### src/shared/dttm_defs.svh
`ifndef DTTM_DEFS_SVH
`define DTTM_DEFS_SVH

// Event pool and the three slots with a fixed job
`define DTTM_EV_NUM       8
`define DTTM_EV_XSTART    3'h0
`define DTTM_EV_XEND      3'h4
`define DTTM_EV_DCMP      3'h5

// Counter widths
`define DTTM_EXEC_W       32
`define DTTM_SEC_W        40

// Address range in which no event may be placed
`define DTTM_EXCL_LO      32'h0100_0000
`define DTTM_EXCL_HI      32'hFEFF_FFFF

// Timing
`define DTTM_CLK_NS       100
`define DTTM_TROUT_NS     5000
`define DTTM_TROUT_CYC    (`DTTM_TROUT_NS / `DTTM_CLK_NS)
`define DTTM_MS_NS        1000000
`define DTTM_MS_CYC       (`DTTM_MS_NS / `DTTM_CLK_NS)
`define DTTM_ASYNC_DIV    2

// Buffering
`define DTTM_FIFO_DEPTH   4

`endif

### src/shared/dttm_pkg.sv
package dttm_pkg;

  typedef enum logic [1:0]
  {
    DTTM_K_EVENT  = 2'b00,
    DTTM_K_BRANCH = 2'b01,
    DTTM_K_DATA   = 2'b10,
    DTTM_K_CBR    = 2'b11
  } dttm_kind_t;

  typedef enum logic [1:0]
  {
    DTTM_SZ_BYTE = 2'b00,
    DTTM_SZ_HALF = 2'b01,
    DTTM_SZ_WORD = 2'b10,
    DTTM_SZ_RSVD = 2'b11
  } dttm_size_t;

  typedef enum logic
  {
    DTTM_M_EXEC = 1'b0,
    DTTM_M_SEC  = 1'b1
  } dttm_meas_t;

  typedef enum logic
  {
    DTTM_SM_SPAN   = 1'b0,
    DTTM_SM_PERIOD = 1'b1
  } dttm_secmode_t;

  typedef enum logic
  {
    DTTM_SEC_IDLE  = 1'b0,
    DTTM_SEC_ARMED = 1'b1
  } dttm_sec_st_t;

  typedef enum logic
  {
    DTTM_MON_WAIT = 1'b0,
    DTTM_MON_IRQ  = 1'b1
  } dttm_mon_st_t;

  typedef struct packed {
    dttm_kind_t  kind;
    logic [2:0]  ev;
    logic [31:0] addr;
    logic [31:0] data;
    dttm_size_t  size;
    logic        wr;
  } dttm_rec_t;

  typedef struct packed {
    logic          win_open;
    logic          run_d;
    logic [31:0]   exec_cnt;
    logic [7:0]    div_cnt;
    logic [39:0]   sec_cnt;
    dttm_sec_st_t  sec_st;
    logic [39:0]   sec_mark;
    logic [39:0]   sec_time;
    logic          sec_done;
    logic [7:0]    gap_cnt;
    logic          gap_busy;
    logic          sec_err;
    logic          misalign;
    logic          brk;
    logic          cfg_bad;
    dttm_mon_st_t  mon_st;
    logic [31:0]   ms_cnt;
    logic [15:0]   ivl_cnt;
    logic [15:0]   mon_data;
    logic          mon_done;
  } dttm_core_st_t;

endpackage

### src/hdl/dttm_core.sv
`timescale 1ns/1ps
`include "dttm_defs.svh"
module dttm_core
  import dttm_pkg::*;
#(
  parameter int MS_CYCLES = `DTTM_MS_CYC
) (
  // Clock and reset
  input  wire logic                    sys_clk_i,
  input  wire logic                    srst_i,
  // Trace records from the target
  input  wire logic                    rec_valid_i,
  output logic                         rec_ready_o,
  input  wire logic [1:0]              rec_kind_i,
  input  wire logic [2:0]              rec_event_i,
  input  wire logic [31:0]             rec_addr_i,
  input  wire logic [31:0]             rec_data_i,
  input  wire logic [1:0]              rec_size_i,
  input  wire logic                    rec_write_i,
  input  wire logic                    rec_dma_i,
  input  wire logic                    rec_in_queue_i,
  // Target run state
  input  wire logic                    run_i,
  // Event slot use
  input  wire logic [`DTTM_EV_NUM-1:0] trace_en_i,
  input  wire logic [`DTTM_EV_NUM-1:0] break_en_i,
  input  wire logic                    extract_en_i,
  output logic                         break_o,
  // Measurement setup
  input  wire logic                    meas_sel_i,
  input  wire logic                    sec_mode_i,
  input  wire logic [31:0]             sec_start_addr_i,
  input  wire logic [31:0]             sec_start_data_i,
  input  wire logic [1:0]              sec_start_size_i,
  input  wire logic                    sec_start_write_i,
  input  wire logic [31:0]             sec_end_addr_i,
  input  wire logic [31:0]             sec_end_data_i,
  input  wire logic [1:0]              sec_end_size_i,
  input  wire logic                    sec_end_write_i,
  // Measurement results
  output logic [`DTTM_EXEC_W-1:0]      exec_time_o,
  output logic [`DTTM_SEC_W-1:0]       sec_time_o,
  output logic                         sec_done_o,
  output logic                         sec_err_o,
  output logic                         misalign_o,
  output logic                         cfg_bad_o,
  // RAM monitor
  input  wire logic                    ram_mon_en_i,
  input  wire logic [15:0]             mon_ivl_ms_i,
  input  wire logic                    mon_half_i,
  output logic                         dbg_irq_o,
  output logic [2:0]                   dbg_event_o,
  input  wire logic                    mon_valid_i,
  input  wire logic [15:0]             mon_data_i,
  output logic [15:0]                  mon_data_o,
  output logic                         mon_done_o,
  // Trace memory
  output logic                         tm_valid_o,
  input  wire logic                    tm_ready_i,
  output logic [1:0]                   tm_kind_o,
  output logic [2:0]                   tm_event_o,
  output logic [31:0]                  tm_addr_o,
  output logic [31:0]                  tm_data_o,
  output logic [1:0]                   tm_size_o,
  output logic                         tm_write_o
);
  localparam logic [7:0]  TROUT_CYC = 8'(`DTTM_TROUT_CYC);
  localparam logic [7:0]  ASYNC_DIV = 8'(`DTTM_ASYNC_DIV);
  localparam logic [31:0] MS_LAST   = 32'(MS_CYCLES - 1);

  function automatic logic rec_match(input dttm_rec_t r, input logic [31:0] a,
                                     input logic [31:0] d, input logic [1:0] s,
                                     input logic w);
    rec_match = (r.addr == a) && (r.data == d) && (r.size == dttm_size_t'(s)) && (r.wr == w);
  endfunction

  function automatic logic misaligned(input logic [31:0] a, input dttm_size_t s);
    misaligned = ((s == DTTM_SZ_HALF) && a[0]) || ((s == DTTM_SZ_WORD) && (a[1:0] != 2'h0));
  endfunction

  function automatic logic excluded(input logic [31:0] a);
    excluded = (a >= `DTTM_EXCL_LO) && (a <= `DTTM_EXCL_HI);
  endfunction

  dttm_core_st_t st_ff;
  dttm_core_st_t nxt_st;
  dttm_rec_t     rec;
  dttm_rec_t     tm_rec;
  logic          fifo_ready;
  logic          acc;
  logic          keep;
  logic          push;
  logic          is_ev;
  logic          is_data;
  logic          cand;
  logic          hit_s;
  logic          hit_e;
  logic          tick;
  logic          ms_tick;

  assign rec.kind  = dttm_kind_t'(rec_kind_i);
  assign rec.ev    = rec_event_i;
  assign rec.addr  = rec_addr_i;
  assign rec.data  = rec_data_i;
  assign rec.size  = dttm_size_t'(rec_size_i);
  assign rec.wr    = rec_write_i;

  // A full buffer holds the target off, which is what slows the user program
  assign rec_ready_o = fifo_ready;
  assign acc         = rec_valid_i && fifo_ready;
  assign is_ev       = (rec.kind == DTTM_K_EVENT);
  assign is_data     = (rec.kind == DTTM_K_DATA);

  always_comb
  begin
    keep = 1'b0;
    unique case (rec.kind)
      DTTM_K_EVENT:  keep = trace_en_i[rec.ev];
      DTTM_K_BRANCH: keep = !rec_in_queue_i;
      DTTM_K_DATA:   keep = 1'b1;
      DTTM_K_CBR:    keep = 1'b1;
    endcase
    if (extract_en_i)
      keep = is_ev && st_ff.win_open && trace_en_i[rec.ev]
             && (rec.ev != `DTTM_EV_XSTART) && (rec.ev != `DTTM_EV_XEND);
  end

  assign push = acc && keep;

  // Only CPU data accesses of section mode take part in matching
  assign cand  = acc && is_data && !rec_dma_i && (meas_sel_i == DTTM_M_SEC);
  assign hit_s = cand && rec_match(rec, sec_start_addr_i, sec_start_data_i,
                                   sec_start_size_i, sec_start_write_i);
  assign hit_e = cand && rec_match(rec, sec_end_addr_i, sec_end_data_i,
                                   sec_end_size_i, sec_end_write_i);
  assign tick    = (st_ff.div_cnt == ASYNC_DIV - 8'h01);
  assign ms_tick = (st_ff.ms_cnt == MS_LAST);

  always_comb
  begin
    nxt_st          = st_ff;
    nxt_st.sec_done = 1'b0;
    nxt_st.sec_err  = 1'b0;
    nxt_st.brk      = 1'b0;
    nxt_st.mon_done = 1'b0;
    nxt_st.misalign = acc && is_data && misaligned(rec.addr, rec.size);
    nxt_st.cfg_bad  = excluded(sec_start_addr_i) || excluded(sec_end_addr_i);
    nxt_st.run_d    = run_i;

    if (meas_sel_i == DTTM_M_EXEC)
    begin
      if (run_i && !st_ff.run_d)
        nxt_st.exec_cnt = '0;
      else if (run_i)
        nxt_st.exec_cnt = st_ff.exec_cnt + 32'h0000_0001;
    end

    // The emulator's own slow clock, kept free-running in every mode
    nxt_st.div_cnt = tick ? 8'h00 : st_ff.div_cnt + 8'h01;
    if (tick)
      nxt_st.sec_cnt = st_ff.sec_cnt + 40'h00_0000_0001;

    if (acc && is_ev && break_en_i[rec.ev])
      nxt_st.brk = 1'b1;
    if (!extract_en_i)
      nxt_st.win_open = 1'b0;
    else if (acc && is_ev && (rec.ev == `DTTM_EV_XSTART))
      nxt_st.win_open = 1'b1;
    else if (acc && is_ev && (rec.ev == `DTTM_EV_XEND))
      nxt_st.win_open = 1'b0;

    // Trace output time guard between two matched accesses
    if (st_ff.gap_busy)
    begin
      if (st_ff.gap_cnt == 8'h00)
        nxt_st.gap_busy = 1'b0;
      else
        nxt_st.gap_cnt = st_ff.gap_cnt - 8'h01;
    end
    if (hit_s || hit_e)
    begin
      nxt_st.sec_err  = st_ff.gap_busy;
      nxt_st.gap_busy = 1'b1;
      nxt_st.gap_cnt  = TROUT_CYC - 8'h02;
    end

    if (meas_sel_i != DTTM_M_SEC)
      nxt_st.sec_st = DTTM_SEC_IDLE;
    else if (sec_mode_i == DTTM_SM_PERIOD)
    begin
      if (hit_s)
      begin
        if (st_ff.sec_st == DTTM_SEC_ARMED)
        begin
          nxt_st.sec_time = st_ff.sec_cnt - st_ff.sec_mark;
          nxt_st.sec_done = 1'b1;
        end
        nxt_st.sec_mark = st_ff.sec_cnt;
        nxt_st.sec_st   = DTTM_SEC_ARMED;
      end
    end
    else
    begin
      unique case (st_ff.sec_st)
        DTTM_SEC_IDLE:
          if (hit_s)
          begin
            nxt_st.sec_mark = st_ff.sec_cnt;
            nxt_st.sec_st   = DTTM_SEC_ARMED;
          end
        DTTM_SEC_ARMED:
          if (hit_e)
          begin
            nxt_st.sec_time = st_ff.sec_cnt - st_ff.sec_mark;
            nxt_st.sec_done = 1'b1;
            nxt_st.sec_st   = DTTM_SEC_IDLE;
          end
      endcase
    end

    nxt_st.ms_cnt = ms_tick ? 32'h0000_0000 : st_ff.ms_cnt + 32'h0000_0001;
    unique case (st_ff.mon_st)
      DTTM_MON_WAIT:
        if (!ram_mon_en_i || !run_i)
          nxt_st.ivl_cnt = 16'h0000;
        else if (ms_tick)
        begin
          if (st_ff.ivl_cnt + 16'h0001 >= mon_ivl_ms_i)
          begin
            nxt_st.ivl_cnt = 16'h0000;
            nxt_st.mon_st  = DTTM_MON_IRQ;
          end
          else
            nxt_st.ivl_cnt = st_ff.ivl_cnt + 16'h0001;
        end
      DTTM_MON_IRQ:
        if (mon_valid_i)
        begin
          // Byte samples keep only the low lane
          nxt_st.mon_data = mon_half_i ? mon_data_i : {8'h00, mon_data_i[7:0]};
          nxt_st.mon_done = 1'b1;
          nxt_st.mon_st   = DTTM_MON_WAIT;
        end
        else if (!ram_mon_en_i)
          nxt_st.mon_st = DTTM_MON_WAIT;
    endcase
  end

  always_ff @(posedge sys_clk_i)
  begin
    if (srst_i)
      st_ff <= '0;
    else
      st_ff <= nxt_st;
  end

  dttm_fifo #(
    .W     ($bits(dttm_rec_t)),
    .DEPTH (`DTTM_FIFO_DEPTH)
  ) u_fifo (
    .sys_clk_i   (sys_clk_i),
    .srst_i      (srst_i),
    .in_valid_i  (push),
    .in_ready_o  (fifo_ready),
    .in_data_i   (rec),
    .out_valid_o (tm_valid_o),
    .out_ready_i (tm_ready_i),
    .out_data_o  (tm_rec)
  );

  assign tm_kind_o   = tm_rec.kind;
  assign tm_event_o  = tm_rec.ev;
  assign tm_addr_o   = tm_rec.addr;
  assign tm_data_o   = tm_rec.data;
  assign tm_size_o   = tm_rec.size;
  assign tm_write_o  = tm_rec.wr;
  assign break_o     = st_ff.brk;
  assign exec_time_o = st_ff.exec_cnt;
  assign sec_time_o  = st_ff.sec_time;
  assign sec_done_o  = st_ff.sec_done;
  assign sec_err_o   = st_ff.sec_err;
  assign misalign_o  = st_ff.misalign;
  assign cfg_bad_o   = st_ff.cfg_bad;
  assign dbg_irq_o   = (st_ff.mon_st == DTTM_MON_IRQ);
  assign dbg_event_o = `DTTM_EV_DCMP;
  assign mon_data_o  = st_ff.mon_data;
  assign mon_done_o  = st_ff.mon_done;
endmodule

### src/hdl/dttm_fifo.sv
`timescale 1ns/1ps
module dttm_fifo #(
  parameter int W     = 8,
  parameter int DEPTH = 4
) (
  // Clock and reset
  input  wire logic         sys_clk_i,
  input  wire logic         srst_i,
  // Fill side
  input  wire logic         in_valid_i,
  output logic              in_ready_o,
  input  wire logic [W-1:0] in_data_i,
  // Drain side
  output logic              out_valid_o,
  input  wire logic         out_ready_i,
  output logic [W-1:0]      out_data_o
);
  localparam int PW = (DEPTH > 1) ? $clog2(DEPTH) : 1;
  localparam int CW = $clog2(DEPTH + 1);

  typedef struct packed {
    logic [DEPTH-1:0][W-1:0] mem;
    logic [PW-1:0]           wp;
    logic [PW-1:0]           rp;
    logic [CW-1:0]           cnt;
  } dttm_fifo_st_t;

  dttm_fifo_st_t st_ff;
  dttm_fifo_st_t nxt_st;
  logic          push;
  logic          pop;

  assign in_ready_o  = (st_ff.cnt != CW'(DEPTH));
  assign out_valid_o = (st_ff.cnt != '0);
  assign out_data_o  = st_ff.mem[st_ff.rp];
  assign push        = in_valid_i && in_ready_o;
  assign pop         = out_valid_o && out_ready_i;

  always_comb
  begin
    nxt_st = st_ff;
    if (push)
    begin
      nxt_st.mem[st_ff.wp] = in_data_i;
      nxt_st.wp = (st_ff.wp == PW'(DEPTH - 1)) ? '0 : st_ff.wp + PW'(1);
    end
    if (pop)
      nxt_st.rp = (st_ff.rp == PW'(DEPTH - 1)) ? '0 : st_ff.rp + PW'(1);
    nxt_st.cnt = st_ff.cnt + CW'(push) - CW'(pop);
  end

  always_ff @(posedge sys_clk_i)
  begin
    if (srst_i)
      st_ff <= '0;
    else
      st_ff <= nxt_st;
  end

endmodule

### config.mk
export PLATFORM = sky130hd
export DESIGN_NAME = dttm_core
export DESIGN_NICKNAME = d
export VERILOG_FILES = /design/src/shared/dttm_pkg.sv /design/src/hdl/dttm_core.sv /design/src/hdl/dttm_fifo.sv
export VERILOG_INCLUDE_DIRS = /design/src /design/src/shared
export SDC_FILE = /design/constraint.sdc
export NUM_CORES = 1
export LEC_CHECK = 0
export BUFFER_PORTS_ARGS = -buffer_cell sky130_fd_sc_hd__buf_4
export CAP_MARGIN = 25
export CORE_ASPECT_RATIO = 0.8
export CORE_MARGIN = 2
export CORE_UTILIZATION = 46
export DETAILED_ROUTE_END_ITERATION = 6
export GPL_TIMING_DRIVEN = 0
export PLACE_DENSITY = 0.75
export SYNTH_ARGS = -nofsm -noshare
export SYNTH_HDL_FRONTEND = slang
export SYNTH_SLANG_ARGS = --single-unit
export TNS_END_PERCENT = 50
### constraint.sdc
create_clock -name sys_clk_i -period 3.14 [get_ports sys_clk_i]
set_input_delay 0 -clock sys_clk_i [delete_from_list [all_inputs] [get_ports sys_clk_i]]
set_output_delay 0 -clock sys_clk_i [all_outputs]
set_load 0.1 [all_outputs]
# Yosys cells after proc, flatten, opt, wreduce, memory -nomap -nowiden
# Cells that the tools add are included.
op_classes:
  n_div: 0
  bitwise: 6
  eq_ne: 24
  n_lt_le_gt_ge: 9
  shift: 0
  reduce_logical: 66
  mul: 0
  n_mux: 42
  n_addsub: 11
ops:
  columns: ["cell", "n"]
  rows:
  - ["bitwise mux 288 bit", 1]
  - ["two-way mux 41 bit", 4]
  - ["two-way mux 82 bit", 2]
  - ["binary-select mux 72 bit (select 2 bit)", 1]
  - ["demux 72 bit (select 2 bit)", 1]
  - ["two-way mux 72 bit", 2]
  - ["== test 32 bit", 4]
  - ["adder 32 x 1 -> 32 bit (second input constant)", 2]
  - [">= comparator 32 x 25 -> 1 bit (second input constant)", 2]
  - ["less-or-equal comparator 32 bit (second input constant)", 2]
  - ["two-way mux 16 bit", 4]
  - ["two-way mux 32 bit", 2]
  - ["adder 40 x 1 -> 40 bit (second input constant)", 1]
  - ["two-way mux 40 bit", 1]
  - ["subtractor 40 bit", 1]
  - ["== test 32 x 14 -> 1 bit (second input constant)", 1]
  - ["logical AND 1 bit", 30]
  - ["adder 16 x 1 -> 16 bit (second input constant)", 1]
  - [">= comparator 16 bit", 1]
  - ["OR reduction 2 bit", 8]
  - ["two-way mux 1 bit", 14]
  - ["nonzero test 2 bit", 7]
  - ["== test 2 bit (second input constant)", 5]
  - ["AND reduction 2 bit", 5]
  - ["32 further kinds", 56]
word_totals:
  romBits: 0
  in_bits: 267
  memories: 0
  latch_bits: 0
  regBits: 538
  mem_bits_rw: 0

# Depth between registers and ports, before layout
logic_depth:
  word_depth: 10
  depth_mapped: 15

# Hierarchy
# From an unflattened synthesis, not the netlist that was laid out.
unflattened:
  cells_unflattened: 2982
  area_unflattened_um2: 28612.4
by_module_without_submodules:
  columns: ["module", "instances", "area_per_inst_um2", "cells_per_inst"]
  rows:
  - ["dttm_core", 1, 15078.2, 1836]
  - ["dttm_fifo", 1, 13534.2, 1146]

# Worst setup path after synthesis
# Ideal clock, no wire load.
synth_timing:
  path_kind: "register to register"
  from: "register u_fifo.st_ff[1] (netlist name)"
  to: "register st_ff, in the netlist sec_time_o[12]"
  required_time_ns: 3.012
  setup_ns: 0.128
  arrival_ns: 3.064
  path_stages_with_launch: 12
  slack_ns: -0.051
  cell_sequence: "dfxtp_1 or3b_1 nand2_1 or4_1 nor4_1 nand3_1 nor4_2 o21ai_1 buf_2 buf_2 a21oi_1 nor2_1"
synth_between:
  elab_chain_cells: 8
  elab_cells_between_ends: 11
  classes_between: "eq/ne (3); reduce/logical (8)"
synth_rtl:
  columns: ["element", "line_no", "text"]
  rows:
  - ["from (decl)", "dttm_fifo.sv:28", "dttm_fifo_st_t st_ff;"]
  - ["from (signal assigned)", "dttm_fifo.sv:57", "st_ff <= nxt_st;"]
  - ["!= test 3 bit (*)", "dttm_fifo.sv:33", "assign in_ready_o = (st_ff.cnt != CW'(DEPTH));"]
  - ["via rec_ready_o", "dttm_core.sv:13", "output logic rec_ready_o,"]
  - ["logical AND 1 bit (*)", "dttm_core.sv:110", "assign acc = rec_valid_i && fifo_ready;"]
  - ["logical AND 1 bit (*) (3 in a row)", "dttm_core.sv:131", "assign cand = acc && is_data && !rec_dma_i && (meas_sel_i == DTTM_M_SEC);"]
  - ["logical AND 1 bit, on equally long branches", "dttm_core.sv:132, dttm_core.sv:134", null]
  - ["!= test 2 bit (no line), or another cell as far along", null, null]
  - ["AND reduction 5 bit (no line) (*)", null, null]
  - ["to (signal assigned)", "dttm_core.sv:254", "st_ff <= nxt_st;"]
  - ["to (decl)", "dttm_core.sv:85", "dttm_core_st_t st_ff;"]
# Mark *: on every way through the listed nets, which the timed path passes. The rest lies on a longest branch.
# A chain may end at the register's enable or synchronous reset.

# Worst setup path in the final report
layout_timing:
  from: "input port rec_data_i[14]"
  to: "register st_ff, in the netlist sec_time_o[0]"
layout_between:
  elab_chain_cells: 7
  elab_cells_between_ends: 14
  classes_between: "eq/ne (4); reduce/logical (10)"
layout_rtl:
  columns: ["element", "line_no", "text"]
  rows:
  - ["from (decl)", "dttm_core.sv:17", "input wire logic [31:0] rec_data_i,"]
  - ["== test 32 bit", "dttm_core.sv:74", "rec_match = (r.addr == a) && (r.data == d) && (r.size == dttm_size_t'(s)) && (r.wr == w);"]
  - ["logical AND 1 bit (3 in a row)", "dttm_core.sv:74", null]
  - ["logical AND 1 bit, on equally long branches", "dttm_core.sv:132, dttm_core.sv:134", null]
  - ["!= test 2 bit (no line), or another cell as far along", null, null]
  - ["AND reduction 5 bit (no line) (*)", null, null]
# Every way passes the cells marked *; elsewhere a longest branch is shown, timed or not.

==> flow_metrics.env <==
export IMPL_netlist_instances=3228
export IMPL_avgViaCountPerCell=5.52
export IMPL_synth_distinct_cells=72
export IMPL_dp_cells=4361
export IMPL_timing_fmax_mhz=311
export IMPL_grt_max_degree=15
export IMPL_grt_overflow=0
export IMPL_drtAntennaViolNets=0
export IMPL_async_flop_share=0
export IMPL_total_power_w=0.0174
export IMPL_cp_max_fo=8
export IMPL_rows=79
export IMPL_synth_edf_count=0
export IMPL_rsz0062_at_grt="yes"
export IMPL_seq_area_frac_synth=0.401
export IMPL_critPathKind="in2reg"
export IMPL_critPathLaunchType="input port"
export IMPL_p_sw_w=0.00526
export IMPL_syn_to_final_growth_pct=27.0
export IMPL_slew_viol_final=0
export IMPL_critical_path_required_ns=3.69
export IMPL_seq_power_share=0.407
export IMPL_numCtsBuffers=54
export IMPL_syn_area_per_cell_um2=8.31
export IMPL_dr_pass1_iters=5
export IMPL_gp_congestion=1.05
export IMPL_p_comb_frac=0.197
export IMPL_cts_tree="done"
export IMPL_cp_end_kind="register"
export IMPL_hold_viol=0
export IMPL_stdcell_area_mm2=0.0341
export IMPL_post_route_util=0.588
export IMPL_core_area_mm2=0.0579
export IMPL_ys_top_cells_by_area="dfxtp_1 (40%), nand2_1 (10%), a21oi_1 (7.3%)"
export IMPL_p_clk_frac=0.396
export IMPL_clock_sinks=538
export IMPL_clkTransAtPathRegs_ns=0.06
export IMPL_dp_hpwl_um=65800
export IMPL_synth_warning_count=0
export IMPL_place_area_mm2=0.0305
export IMPL_die_w_um=274
export IMPL_htreeDepth=2
export IMPL_vias=25300
export IMPL_fillers=5050
export IMPL_p_int_w=0.0121
export IMPL_grt_usage=0.290
export IMPL_grt_antenna_before_repair=3
export IMPL_synth_top_area_frac=0.401
export IMPL_final_setup_worst_slack_ns=-0.0783
export IMPL_worstPathCellList="dlygate4sd3_1 -> clkbuf_1 -> xnor2_1 -> nand4_1 -> nor4_1 -> nand4_1 -> nor2_1 -> o21ai_2 -> or2_2 -> a21oi_1"
export IMPL_final_cells=4578
export IMPL_synth_most_common_cell="nand2_1"
export IMPL_slowest_stage="nor4_1"
export IMPL_start_util=0.463
export IMPL_drv_cap=0
export IMPL_drive_gt1_frac=0.203
export IMPL_ys_ff_latch=538
export IMPL_fin_crit_ns=3.22
export IMPL_synth_top_cell_by_area="dfxtp_1"
export IMPL_skew_ns=0.0338
export IMPL_crit_top_cell="nand4_1"
export IMPL_finalSetupViolations=1
export IMPL_relSlewSlack=0.378
export IMPL_die_height_um=220
export IMPL_final_nets=4102
export IMPL_crit_arrival_ns=3.77
export IMPL_cts_root_buffer="clkbuf_16"
export IMPL_ioPinCount=439
export IMPL_yosys_top_cells_count="nand2_1 (715), dfxtp_1 (538), a21oi_1 (392)"
export IMPL_startpoint="rec_data_i[14]"
export IMPL_p_sw_frac=0.302
export IMPL_grt_pass1_vias=23500
export IMPL_clock_latency_ns=0.63
export IMPL_grt_first_pass_wirelength_um=135000
export IMPL_drt_iter0_drc=2707
export IMPL_portBuffers=362
export IMPL_syn_area_mm2=0.0268
export IMPL_die_area_mm2=0.0603
export IMPL_fin_crit_sh=1.02
export IMPL_leakagePower_nw=13.5
export IMPL_violations="negative setup slack"
export IMPL_tightest_slew_ns=0.924
export IMPL_peakVddDrop_v=0.000427
export IMPL_wire_per_inst_um=19.8
export IMPL_ys_flop_type="dfxtp_1"
export IMPL_drcViolationCount=0
export IMPL_worstHoldStart="sec_mode_i"
export IMPL_slowest_delay_ns=0.69
export IMPL_holdWs_ns=0.0263
export IMPL_timing_rr_start="st_ff[130]"
export IMPL_cts_path_max_buffers=3
export IMPL_outcome="complete, but fails checks"
export IMPL_power_density_mw_per_mm2=511
export IMPL_worst_hold_path_type="in2reg"
export IMPL_totalWireLength_um=90800
-- sequential cells by signal, summed over array words and instances (netlist names) --
name / flops
mon_done_o: 1
sec_done_o: 1
st_ff: 148
break_o: 1
mon_data_o: 16
sec_err_o: 1
cfg_bad_o: 1
u_fifo.st_ff: 295
dbg_irq_o: 1
exec_time_o: 32
misalign_o: 1
sec_time_o: 40
-- cells by family (layout without fill, tap and decap cells) --
group | count (synthesis) | after routing | synth area share
XOR/XNOR | 291 | 291 | 0.0950
multiplexers | 134 | 134 | 0.0855
AND/OR/NAND/NOR | 1241 | 1241 | 0.200
flip-flops | 538 | 538 | 0.401
AO/OA/AOI/OAI | 537 | 537 | 0.111
adder cells (fa/ha/maj) | 72 | 72 | 0.0341
buffers and inverters | 413 | 991 | 0.0730
other | 2 | 5 | 0.000280
-- power groups by stage --
stage	clock network, W	logic, W	registers [W]
after floorplan	0	0.00225	0.00721
after global placement	0	0.00320	0.00723
after detailed placement	0	0.00323	0.00723
after CTS	0.00697	0.00335	0.00708
after global routing	0.00725	0.00357	0.00710
final	0.00689	0.00342	0.00709
-- placed cells by master, fill, tap and decap left out, types with 7 or more instances in the layout --
cell	Yosys	final
inv_1	89	88
dfxtp_2	0	9
a21oi_1	392	387
clkbuf_2	1	8
mux4_2	76	76
nor2_1	253	251
clkbuf_16	0	55
nand3_1	59	56
a32o_1	11	11
and4_1	9	9
buf_2	53	52
nand2b_1	9	9
ha_1	70	60
nand2_1	715	713
dfxtp_1	538	528
clkbuf_1	149	149
clkbuf_8	0	10
or3_1	14	14
nor3_1	20	18
bufinv_16	0	7
xnor2_1	152	149
o31ai_1	7	7
nor2b_1	12	11
a21o_1	31	31
nor4_1	28	26
buf_1	28	22
xor2_1	139	139
dlygate4sd3_1	0	116
clkinv_2	0	7
nand4_1	57	57
and3_1	27	23
and2_1	12	12
mux2i_1	57	57
buf_4	91	460
o21a_1	7	7
o21ai_0	41	38
-- critical path, delay by kind of cell --
kind | cells | cell delay, ns
xor gates and xnor gates | 1 | 0.19
buffers and inverters | 2 | 1.20
and+or+nand+nor | 5 | 2.01
AOI/OAI and AO/OA | 2 | 0.35
-- per-layer routing --
layer	part of all wire	global-route usage	vias up
met3	0.10	0.0690	233
met4	0.045	0.130	2
li1	-	-	11800
met2	0.44	0.450	1251
met1	0.41	0.383	12000
met5	0.000077	0	-
-- final timing paths --
path                                       end  slack (ns)  cells past startpoint
worst max-delay path             sec_time_o[0]       -0.08                     10
worst min-delay path                st_ff[160]        0.03                      5
worst max register to register  sec_time_o[30]        0.09                     15
worst min register to register  sec_time_o[36]        0.45                      2
-- metrics by stage --
stage / worst slack, ns / setup TNS [ns]
after floorplan: 0.207 / 0
after detailed placement: -0.753 / -63.50
after global placement: -0.719 / -65.64
after global routing: -0.0913 / -0.437
final: -0.0783 / -0.0783
after CTS: -0.178 / -5.50
-- area by class of cell --
type | count | area (um^2) | area share
Buffer | 313 | 1620 | 0.0477
Timing Repair Buffer | 487 | 3950 | 0.116
Clock inverter | 21 | 313 | 0.00918
Inverter | 91 | 344 | 0.0101
Sequential cell | 538 | 10800 | 0.317
Antenna cell | 2 | 5.00 | 0.000147
Tap cell | 769 | 962 | 0.0282
Multi-Input combinational cell | 2278 | 14500 | 0.426
Clock buffer | 79 | 1570 | 0.0460
-- what timing repair did --
item                                    in CTS  in global routing
hold endpoints to repair                   315                  0
gates cloned                                 0                  0
setup buffers                                4                  4
gates resized for setup                     42                 88
endpoints found under the setup margin     154                293
hold buffers                               116                  0
pin swaps                                    7                 26
(Power assumes the default switching activity.)
